**src/osc_trim_pkg.sv**
```systemverilog
package osc_trim_pkg;

	// Register offsets.
	localparam logic [7:0] ADDR_INITIAL_TRIM  = 8'h0b;
	localparam logic [7:0] ADDR_COLD_COEFF    = 8'h0c;
	localparam logic [7:0] ADDR_COMP_CONTROL  = 8'h0d;
	localparam logic [7:0] ADDR_TRIM_STATUS   = 8'h20;
	localparam logic [7:0] ADDR_TEMP_AVG      = 8'h21;

	// Reset values.
	localparam logic [7:0] RESET_INITIAL_TRIM = 8'h00;
	localparam logic [7:0] RESET_COLD_COEFF   = 8'h00;
	localparam logic [7:0] RESET_COMP_CONTROL = 8'h00;

	// Field positions.
	localparam int DIG_TRIM_MSB  = 7;
	localparam int DIG_TRIM_LSB  = 6;
	localparam int ANA_TRIM_MSB  = 5;
	localparam int TEMP_SENSE_BIT  = 7;
	localparam int BATT_SENSE_BIT  = 6;
	localparam int BATT_RATE_BIT   = 5;
	localparam int GAIN_MSB        = 4;

	// Analog trim offset is this centre minus the code.
	localparam logic signed [6:0] ANA_TRIM_CENTER = 7'sh20;

	// Digital trim codes, offsets in half-ppm units.
	localparam logic [1:0] DT_DISABLED = 2'h0;
	localparam logic [1:0] DT_PLUS     = 2'h1;
	localparam logic [1:0] DT_ZERO     = 2'h2;
	localparam logic [1:0] DT_MINUS    = 2'h3;
	localparam logic signed [7:0] DT_STEP_HALF_PPM = 8'sh3d;

	// Timing.
	localparam longint CLK_HZ          = 125000000;
	localparam longint CONV_TIME_MS    = 22;
	localparam longint CONV_CYCLES     = CLK_HZ * CONV_TIME_MS / 1000;
	localparam longint PERIOD_SLOW_S   = 600;
	localparam longint PERIOD_FAST_S   = 60;
	localparam longint SLOW_CYCLES     = CLK_HZ * PERIOD_SLOW_S;
	localparam longint FAST_CYCLES     = CLK_HZ * PERIOD_FAST_S;
	localparam int     CONV_PER_CYCLE  = 2;

	// Sequencer states.
	typedef enum logic [3:0] {
		ST_IDLE  = 4'b0001,
		ST_CONV1 = 4'b0010,
		ST_CONV2 = 4'b0100,
		ST_WAIT  = 4'b1000
	} seq_state_t;

endpackage

```
**src/trim_decode.sv**
```systemverilog
`timescale 1ns/1ns
module trim_decode (
	// Trim codes.
	input  wire logic [1:0]        i_digital_trim,
	input  wire logic [5:0]        i_analog_trim,
	// Decoded offsets.
	output logic signed [6:0]      o_analog_ppm,
	output logic signed [7:0]      o_digital_half_ppm,
	output logic                   o_digital_enabled
);
	import osc_trim_pkg::*;

	// Analog offset is centre minus unsigned code: 0 gives +32, 63 gives -31.
	assign o_analog_ppm = ANA_TRIM_CENTER - signed'({1'b0, i_analog_trim});

	// Coarse digital trim in half-ppm units.
	always_comb begin
		o_digital_enabled = 1'b1;
		unique case (i_digital_trim)
			DT_DISABLED: begin
				o_digital_half_ppm = 8'sh00;
				o_digital_enabled  = 1'b0;
			end
			DT_PLUS:  o_digital_half_ppm = DT_STEP_HALF_PPM;
			DT_ZERO:  o_digital_half_ppm = 8'sh00;
			DT_MINUS: o_digital_half_ppm = -DT_STEP_HALF_PPM;
		endcase
	end
endmodule

```
**src/interval_timer.sv**
```systemverilog
`timescale 1ns/1ns
module interval_timer #(
	parameter longint LIMIT = 10
) (
	// Clock and reset.
	input  wire logic i_core_clk,
	input  wire logic i_rstn,
	// Control.
	input  wire logic i_run,
	// Pulse on expiry.
	output logic      o_tick
);
	logic [39:0] count_r;

	// Counts while running, pulses and restarts at the limit.
	always_ff @(posedge i_core_clk or negedge i_rstn) begin
		if (!i_rstn) begin
			count_r <= 40'h0;
			o_tick  <= 1'b0;
		end else if (!i_run) begin
			count_r <= 40'h0;
			o_tick  <= 1'b0;
		end else if (count_r == 40'(LIMIT - 1)) begin
			count_r <= 40'h0;
			o_tick  <= 1'b1;
		end else begin
			count_r <= count_r + 40'h1;
			o_tick  <= 1'b0;
		end
	end
endmodule

```
**src/osc_trim_temp_comp_config.sv**
```systemverilog
// Overview of operation
// - Six-bit analog trim spans +32 to -31 ppm in 1 ppm steps.
// - Analog offset equals 32 minus the unsigned code.
// - Initial trim register at 0Bh: digital trim 7:6, analog trim 5:0.
// - Enabling sensing makes compensation use the newly loaded values.
// - Cold coefficient register at 0Ch holds an 8-bit unsigned magnitude.
// - Control at 0Dh: sense enable 7, battery enable 6, rate 5, gain 4:0.
// - Sense enable resets to 0, disabling sensor, converter and auto trim.
// - With sensing disabled only the initial trim values steer frequency.
// - Setting sense enable starts a cycle ending after two conversions.
// - The average of the two conversions is stored as the result.
// - Digital trim: 00 off, 01 +30.5, 10 zero, 11 -30.5 ppm.
// - Battery sensing every 10 minutes at rate 0, 1 minute at 1; off if disabled.
//
// The implementer's own choice: the strobed register port.
`timescale 1ns/1ns
module osc_trim_temp_comp_config #(
	parameter longint CONV_CYC = osc_trim_pkg::CONV_CYCLES,
	parameter longint SLOW_CYC = osc_trim_pkg::SLOW_CYCLES,
	parameter longint FAST_CYC = osc_trim_pkg::FAST_CYCLES
) (
	// Clock and reset.
	input  wire logic              i_core_clk,
	input  wire logic              i_rstn,
	// Register port.
	input  wire logic [7:0]        i_addr,
	input  wire logic [7:0]        i_wdata,
	input  wire logic              i_wr,
	input  wire logic              i_rd,
	output logic [7:0]             o_rdata,
	// Power and sensor interface.
	input  wire logic              i_battery_mode,
	input  wire logic [9:0]        i_temp_sample,
	// Trim outputs to the oscillator.
	output logic signed [6:0]      o_analog_ppm,
	output logic signed [7:0]      o_digital_half_ppm,
	output logic                   o_digital_enabled,
	output logic [7:0]             o_active_coeff,
	output logic [4:0]             o_active_gain,
	// Sensor control and result.
	output logic                   o_sensor_on,
	output logic                   o_conv_start,
	output logic                   o_cycle_done,
	output logic [9:0]             o_temp_avg
);
	import osc_trim_pkg::*;

	////////////////////////////////////////////////////////////////////////////
	// Registers and synchronisers.

	logic [7:0]  initial_trim_setting_r;
	logic [7:0]  cold_curvature_coeff_r;
	logic [7:0]  comp_control_gain_r;
	logic [7:0]  active_trim_r;
	logic        batt_sync1_r;
	logic        batt_sync2_r;
	logic        cycle_req_r;
	logic        tse_prev_r;
	seq_state_t  state_r;
	logic [31:0] conv_cnt_r;
	logic [9:0]  first_sample_r;
	logic        temp_sense_enable;
	logic        battery_sense_enable;
	logic        battery_sense_rate;
	logic        slow_tick;
	logic        fast_tick;
	logic        periodic_run;
	logic [10:0] sample_sum;
	logic signed [6:0] dec_analog;
	logic signed [7:0] dec_digital;
	logic              dec_dig_en;

	assign temp_sense_enable    = comp_control_gain_r[TEMP_SENSE_BIT];
	assign battery_sense_enable = comp_control_gain_r[BATT_SENSE_BIT];
	assign battery_sense_rate   = comp_control_gain_r[BATT_RATE_BIT];

	// Battery mode pin passes two flops before use.
	always_ff @(posedge i_core_clk or negedge i_rstn) begin
		if (!i_rstn) begin
			batt_sync1_r <= 1'b0;
			batt_sync2_r <= 1'b0;
		end else begin
			batt_sync1_r <= i_battery_mode;
			batt_sync2_r <= batt_sync1_r;
		end
	end

	// Software writes; control resets with sensing disabled.
	always_ff @(posedge i_core_clk or negedge i_rstn) begin
		if (!i_rstn) begin
			initial_trim_setting_r <= RESET_INITIAL_TRIM;
			cold_curvature_coeff_r <= RESET_COLD_COEFF;
			comp_control_gain_r    <= RESET_COMP_CONTROL;
		end else if (i_wr) begin
			unique case (i_addr)
				ADDR_INITIAL_TRIM: initial_trim_setting_r <= i_wdata;
				ADDR_COLD_COEFF:   cold_curvature_coeff_r <= i_wdata;
				ADDR_COMP_CONTROL: comp_control_gain_r    <= i_wdata;
				default: ;
			endcase
		end
	end

	// Read data one cycle after the strobe, no side effects.
	always_ff @(posedge i_core_clk or negedge i_rstn) begin
		if (!i_rstn) begin
			o_rdata <= 8'h00;
		end else if (i_rd) begin
			unique case (i_addr)
				ADDR_INITIAL_TRIM: o_rdata <= initial_trim_setting_r;
				ADDR_COLD_COEFF:   o_rdata <= cold_curvature_coeff_r;
				ADDR_COMP_CONTROL: o_rdata <= comp_control_gain_r;
				ADDR_TRIM_STATUS:  o_rdata <= {4'h0, state_r};
				ADDR_TEMP_AVG:     o_rdata <= o_temp_avg[9:2];
				default:           o_rdata <= 8'h00;
			endcase
		end else begin
			o_rdata <= 8'h00;
		end
	end

	////////////////////////////////////////////////////////////////////////////
	// Trim values handed to the oscillator.

	// Shadow copies are taken while sensing is off, so enabling uses new values.
	always_ff @(posedge i_core_clk or negedge i_rstn) begin
		if (!i_rstn) begin
			active_trim_r  <= RESET_INITIAL_TRIM;
			o_active_coeff <= RESET_COLD_COEFF;
			o_active_gain  <= 5'h00;
		end else if (!temp_sense_enable) begin
			active_trim_r  <= initial_trim_setting_r;
			o_active_coeff <= cold_curvature_coeff_r;
			o_active_gain  <= comp_control_gain_r[GAIN_MSB:0];
		end
	end

	trim_decode u_decode (
		.i_digital_trim     (active_trim_r[DIG_TRIM_MSB:DIG_TRIM_LSB]),
		.i_analog_trim      (active_trim_r[ANA_TRIM_MSB:0]),
		.o_analog_ppm       (dec_analog),
		.o_digital_half_ppm (dec_digital),
		.o_digital_enabled  (dec_dig_en)
	);

	// Decoded offsets registered onto the outputs.
	always_ff @(posedge i_core_clk or negedge i_rstn) begin
		if (!i_rstn) begin
			o_analog_ppm       <= ANA_TRIM_CENTER;
			o_digital_half_ppm <= 8'sh00;
			o_digital_enabled  <= 1'b0;
		end else begin
			o_analog_ppm       <= dec_analog;
			o_digital_half_ppm <= dec_digital;
			o_digital_enabled  <= dec_dig_en;
		end
	end

	////////////////////////////////////////////////////////////////////////////
	// Cycle requests: enable edge, and periodic in battery mode.

	assign periodic_run = temp_sense_enable & battery_sense_enable & batt_sync2_r;

	interval_timer #(.LIMIT(SLOW_CYC)) u_slow (
		.i_core_clk (i_core_clk),
		.i_rstn     (i_rstn),
		.i_run      (periodic_run & ~battery_sense_rate),
		.o_tick     (slow_tick)
	);

	interval_timer #(.LIMIT(FAST_CYC)) u_fast (
		.i_core_clk (i_core_clk),
		.i_rstn     (i_rstn),
		.i_run      (periodic_run & battery_sense_rate),
		.o_tick     (fast_tick)
	);

	// Pending request; a new request wins over the clear on acceptance.
	always_ff @(posedge i_core_clk or negedge i_rstn) begin
		if (!i_rstn) begin
			tse_prev_r  <= 1'b0;
			cycle_req_r <= 1'b0;
		end else begin
			tse_prev_r <= temp_sense_enable;
			if (temp_sense_enable & ~tse_prev_r) begin
				cycle_req_r <= 1'b1;
			end else if (slow_tick | fast_tick) begin
				cycle_req_r <= 1'b1;
			end else if (!temp_sense_enable | (state_r == ST_IDLE && cycle_req_r)) begin
				cycle_req_r <= 1'b0;
			end
		end
	end

	////////////////////////////////////////////////////////////////////////////
	// Conversion sequencer: two conversions, then average.

	assign sample_sum = {1'b0, first_sample_r} + {1'b0, i_temp_sample};

	always_ff @(posedge i_core_clk or negedge i_rstn) begin
		if (!i_rstn) begin
			state_r        <= ST_IDLE;
			conv_cnt_r     <= 32'h0;
			first_sample_r <= 10'h000;
			o_temp_avg     <= 10'h000;
			o_conv_start   <= 1'b0;
			o_cycle_done   <= 1'b0;
			o_sensor_on    <= 1'b0;
		end else begin
			o_conv_start <= 1'b0;
			o_cycle_done <= 1'b0;
			if (!temp_sense_enable) begin
				state_r     <= ST_IDLE;
				o_sensor_on <= 1'b0;
				conv_cnt_r  <= 32'h0;
			end else begin
				unique case (state_r)
					ST_IDLE: begin
						if (cycle_req_r) begin
							state_r      <= ST_CONV1;
							o_conv_start <= 1'b1;
							o_sensor_on  <= 1'b1;
							conv_cnt_r   <= 32'h0;
						end
					end
					ST_CONV1: begin
						if (conv_cnt_r == 32'(CONV_CYC - 1)) begin
							first_sample_r <= i_temp_sample;
							conv_cnt_r     <= 32'h0;
							o_conv_start   <= 1'b1;
							state_r        <= ST_CONV2;
						end else begin
							conv_cnt_r <= conv_cnt_r + 32'h1;
						end
					end
					ST_CONV2: begin
						if (conv_cnt_r == 32'(CONV_CYC - 1)) begin
							o_temp_avg   <= sample_sum[10:1];
							o_cycle_done <= 1'b1;
							o_sensor_on  <= 1'b0;
							conv_cnt_r   <= 32'h0;
							state_r      <= ST_WAIT;
						end else begin
							conv_cnt_r <= conv_cnt_r + 32'h1;
						end
					end
					ST_WAIT: begin
						state_r <= ST_IDLE;
					end
				endcase
			end
		end
	end
endmodule

```
**config.mk**
```make
export PLATFORM = sky130hd
export DESIGN_NAME = osc_trim_temp_comp_config
export DESIGN_NICKNAME = d
export VERILOG_FILES = /design/src/osc_trim_pkg.sv /design/src/trim_decode.sv /design/src/interval_timer.sv /design/src/osc_trim_temp_comp_config.sv
export SDC_FILE = /design/constraint.sdc
export NUM_CORES = 1
export LEC_CHECK = 0
export ABC_AREA = 1
export BUFFER_PORTS_ARGS = -buffer_cell sky130_fd_sc_hd__buf_4
export CAP_MARGIN = 40
export CELL_PAD_IN_SITES_DETAIL_PLACEMENT = 1
export CELL_PAD_IN_SITES_GLOBAL_PLACEMENT = 1
export CORE_MARGIN = 2
export CORE_UTILIZATION = 49
export CTS_CLUSTER_DIAMETER = 120
export DETAILED_ROUTE_END_ITERATION = 8
export PLACE_DENSITY = 0.95
export SYNTH_ARGS = -nofsm -noshare
export SYNTH_HDL_FRONTEND = slang
export SYNTH_HIERARCHICAL = 1
export SYNTH_SLANG_ARGS = --single-unit
```
**constraint.sdc**
```tcl
create_clock -name i_core_clk -period 5.1 [get_ports i_core_clk]
set_input_delay 1.02 -clock i_core_clk [delete_from_list [all_inputs] [get_ports i_core_clk]]
set_output_delay 1.02 -clock i_core_clk [all_outputs]
set_load 0.05 [all_outputs]
```
## Word level (Yosys, flattened, before mapping)

Cells that the tools add are included.

- Register bits: 214
- Word-level logic and storage cells: 107

- Add/sub/neg operators: 5
- Eq/ne operators: 20
- Mux-type cells: 34
- Bitwise gates (word level): 9
- Reductions and logical operators: 14

Operators with widths:

| cell | count |
|---|---|
| $mux W40 | 4 |
| $mux W32 | 3 |
| $add A40 B1 Y40 const B | 2 |
| $pmux W32 S2 | 1 |
| $eq A40 B33 Y1 const B | 1 |
| $eq A40 B37 Y1 const B | 1 |
| $pmux W8 S5 | 1 |
| $add A32 B1 Y32 const B | 1 |
| $eq A32 B22 Y1 const B | 1 |
| $eq A8 B4 Y1 const B | 3 |
| $pmux W8 S3 | 1 |
| $eq A8 B6 Y1 const B | 2 |
| $mux W1 | 16 |
| $mux W4 | 4 |
| $pmux W4 S4 | 1 |
| $reduce_and A3 Y1 | 4 |
| $add A10 B10 Y11 | 1 |
| $ne A3 B3 Y1 const B | 3 |
| $mux W8 | 1 |
| $reduce_and A2 Y1 | 4 |
| $sub A6 B6 Y7 const A | 1 |
| $and A1 B1 Y1 | 5 |
| $eq A2 B2 Y1 const B | 2 |
| $eq A4 B1 Y1 const B | 1 |
| other kinds (14) | 18 |

## Depth between registers and ports, before layout

- Depth after elaboration: 6
- Mapped depth: 10
- Gate-level depth less buffers: 10

## Hierarchy

The synthesis kept the hierarchy.

Modules (own cells, without submodules):

| module | times used | cells each | area an instance (um^2) |
|---|---|---|---|
| osc_trim_temp_comp_config | 1 | 872 | 6,735.2 |
| interval_timer at u_fast | 1 | 411 | 2,743.9 |
| interval_timer at u_slow | 1 | 388 | 2,661.3 |
| trim_decode | 1 | 32 | 176.4 |

## Worst setup path before layout

OpenSTA, ideal clock, no wires.

- Path type: input-to-reg
- Start: input port i_temp_sample[1]
- End: register o_temp_avg[7]
- Arrival: 2.082 ns
- Path slack: 2.899 ns
- Stages: 9
- Path buffers: 0
- Cell sequence: inv_1 -> fa_1 -> inv_1 -> nand3_1 -> nand2_1 -> nand2_1 -> nand3_1 -> nand2_1 -> o21a_1

- Longest elaborated chain between the ends: 1

RTL lines:

| what | RTL line | text |
|---|---|---|
| from (decl) | osc_trim_temp_comp_config.sv:33 | `input wire logic [9:0] i_temp_sample,` |
| $add A10 B10 Y11 | osc_trim_temp_comp_config.sv:198 | `assign sample_sum = {1'b0, first_sample_r} + {1'b0, i_temp_sample};` |
| to (signal assigned) | osc_trim_temp_comp_config.sv:238 | `o_temp_avg <= sample_sum[10:1];` |
| to (decl) | osc_trim_temp_comp_config.sv:44 | `output logic [9:0] o_temp_avg` |

Every way passes these cells.
A chain may end at the register's enable or synchronous reset.

## Final worst setup path

- Start: register comp_control_gain_r[7]
- End: register u_slow.o_tick

- Longest elaborated chain between the ends: 4

RTL lines:

| what | RTL line | text |
|---|---|---|
| from (decl) | osc_trim_temp_comp_config.sv:53 | `logic [7:0] comp_control_gain_r;` |
| from (signal assigned) | osc_trim_temp_comp_config.sv:98 | `ADDR_COMP_CONTROL: comp_control_gain_r <= i_wdata;` |
| $and A1 B1 Y1 (2 in a row) | osc_trim_temp_comp_config.sv:162 | `assign periodic_run = temp_sense_enable & battery_sense_enable & batt_sync2_r;` |
| $and A1 B1 Y1 | osc_trim_temp_comp_config.sv:167 | `.i_run (periodic_run & ~battery_sense_rate),` |
| $mux W1 | interval_timer.sv:20 | `end else if (!i_run) begin` |
| to (signal assigned) | interval_timer.sv:19 | `o_tick <= 1'b0;` |
| to (signal assigned) | interval_timer.sv:22 | `o_tick <= 1'b0;` |
| to (signal assigned) | interval_timer.sv:25 | `o_tick <= 1'b1;` |
| to (decl) | interval_timer.sv:11 | `output logic o_tick` |

Every way passes these cells.

==> flow_metrics.tcl <==
set metrics [dict create \
    outcome "finished, final reports clean" \
    critical_path.endpoint_type "flop" \
    root_buffer "clkbuf_16" \
    start_util_pct 49.3 \
    critPathMaxFanout 37 \
    critical-path-slowest-cell "dfrtp_2" \
    fmax_mhz 346 \
    worst_path_most_repeated_cell "nor2_1" \
    port_buffers 80 \
    synth.distinct_cells 47 \
    cts_buffer_depth 3 \
    dpl_cell_area_sq_um 13200 \
    cts_tree "done" \
    p_leak_nw 6.17 \
    post-place-cells 2085 \
    worstPathArrival_ns 3.31 \
    skew_ns 0.0175 \
    crit_chain "nand3_1 -> nor2_1 -> clkinv_1 -> nor2_1" \
    r2r_start "comp_control_gain_r[7]" \
    ys.flop_type "dfrtp_1" \
    drc_errors 0 \
    hpwl_microns 29300 \
    setup_viol 0 \
    tightest_slew_ns 0.847 \
    grt_usage_pct 33.9 \
    syn-cell-area_sq_um 12300 \
    synth_area_leaders "dfrtp_1 (43%), nand2_1 (15%), nor2_1 (11%)" \
    fin_cells 2134 \
    final.setup.worst_slack_ns 2.21 \
    ctsHtreeMaxLevel 1 \
    fin_setup_tns_ns 0 \
    synth_top_area_share_pct 43.1 \
    gp_congestion 0.946 \
    clkTransAtPathRegs_ns 0.07 \
    grt_max_degree 95 \
    finalMaxSlewViolations 0 \
    clock_sinks 214 \
    die_h_microns 163 \
    core_area_sq_um 25000 \
    die_w_microns 163 \
    final_cell_area_sq_um 14200 \
    start_kind "flop" \
    cp_slowest_stage_delay_ns 0.85 \
    crit_start "comp_control_gain_r[7]" \
    worstPathRequired_ns 5.52 \
    yosysMostFrequentCell "nand2_1" \
    vias 12200 \
    synth_edf_count 0 \
    synth_cells 1703 \
    fin_nets 1828 \
    synth_area_leader_cell "dfrtp_1" \
    worst-r2r-setup-slack_ns 2.21 \
    cts_buffers 26 \
    grt_overflow 0 \
    synth-seq-area-share_pct 43.5 \
    wl_per_cell_microns 20.5 \
    drt_iter0_markers 997 \
    ios 81 \
    grt_pass1_vias 13200 \
    num_rows 58 \
    p_total_mw 4.24 \
    ant_nets 0 \
    path_class "reg2reg" \
    die_area_sq_um 26400 \
    avgSynthCellArea_sq_um 7.23 \
    max_cap_viol_count 0 \
    hold_path.class "reg2reg" \
    finalHoldViolations 0 \
    firstDrtPassIters 5 \
    yosys_warnings 6 \
    min_from "batt_sync1_r" \
    clk_latency_ns 0.55 \
    synth_fp_nets 1748 \
    place_ws_ns 2.52 \
    period_minus_slack_ns 2.89 \
    drive_gt1_share_pct 12.1 \
    ys_ff_latch 214 \
    cts.hold.buffers_added 0 \
    period_share_pct 56.7 \
    fin_util_pct 56.8 \
    antenna_found_initial 1 \
    finalHoldWorstSlack_ns 0.367 \
    relSlewSlack_pct 43.2 \
    p_per_area_nw_per_um2 299 \
    ys_top_cells_by_count "nand2_1 (508), nor2_1 (353), dfrtp_1 (212), inv_1 (167), nand3_1 (112)" \
    ir_drop_mv 0.206 \
    grt_pass1_wl_microns 71100 \
    cts_resized 0 \
    finalWirelength_microns 43700 \
    synth-async-reset-ratio_pct 100 \
    vias_per_cell 5.71 \
    cts_setup_buffers 0 \
    syn2layout_area_growth_pct 15.2 \
    rsz0062_at_grt "no" \
]
[area by class of cell]
| class | instances | area [sq um] |
|---|---|---|
| antenna | 1 | 2.50 |
| fill | 3193 | 10800 |
| inverter | 174 | 653 |
| timing repair buffer | 86 | 664 |
| clock buffer | 37 | 762 |
| sequential | 214 | 5360 |
| multi-input combinational | 1281 | 6100 |
| clock inverter | 11 | 226 |
| tap | 330 | 413 |
[flip-flops by register name, summed over array words and instances, names as in the netlist, 10 cells and up]
register        cells
o_temp_avg         10
first_sample_r     10
conv_cnt_r         32
u_slow/count_r     40
u_fast/count_r     40
[where the power goes]
group | internal, mW | switching (mW) | total [mW]
clock network | 1.34 | 0.802 | 2.15
logic | 0.0806 | 0.227 | 0.308
registers | 1.74 | 0.0393 | 1.78
[path summary, 6_finish.rpt]
check                                         end  cells after the start
setup / recovery                    u_slow/o_tick                      4
hold / removal                       batt_sync2_r                      0
setup reg to reg                    u_slow/o_tick                      4
hold reg to reg                      batt_sync2_r                      0
max in group asynchronous  comp_control_gain_r[7]                      2
min in group asynchronous      u_fast/count_r[10]                      1
[cells by family (layout without fill, tap and decap cells)]
group / Yosys count / after routing / share of synthesized area [%]
simple gates: 1114 / 1114 / 39.8
compound gates: 98 / 98 / 4.35
fa+ha+maj: 14 / 14 / 1.48
xor+xnor: 55 / 55 / 3.91
other cells: 0 / 1 / 0
buf+inv: 208 / 308 / 6.95
flops: 214 / 214 / 43.5
[critical path: cells and delay by family, from the launching register on]
family / cells / cell delay [ns]
buf+inv: 1 / 0.79
flops: 1 / 0.85
simple gates: 3 / 1.09
[layer usage]
metal | track usage, % | wire length [microns] | up-vias
met2 | 60.2 | 22000 | 459
li1 | - | - | 5504
met5 | 0 | 0 | -
met1 | 40.2 | 17000 | 6057
met3 | 5.73 | 2550 | 161
met4 | 15.8 | 2170 | 0
[cells in the final DEF, fill, tap and decap left out, drive strengths merged, types with 2 or more instances in the layout]
master and n:
o21bai 5, or2 2, nand3b 3, nand3 123
inv 172, bufinv 6, dfrtp 212, xor2 42
o22ai 8, a31oi 3, nand4 50, xnor2 13
ha 13, nand2 533, nor2 390, buf 86
clkinv 3, clkinvlp 4, clkbuf 37, dfstp 2
a21oi 7, nor3 11, o21ai 71
Power figures use the tool's default switching activity.
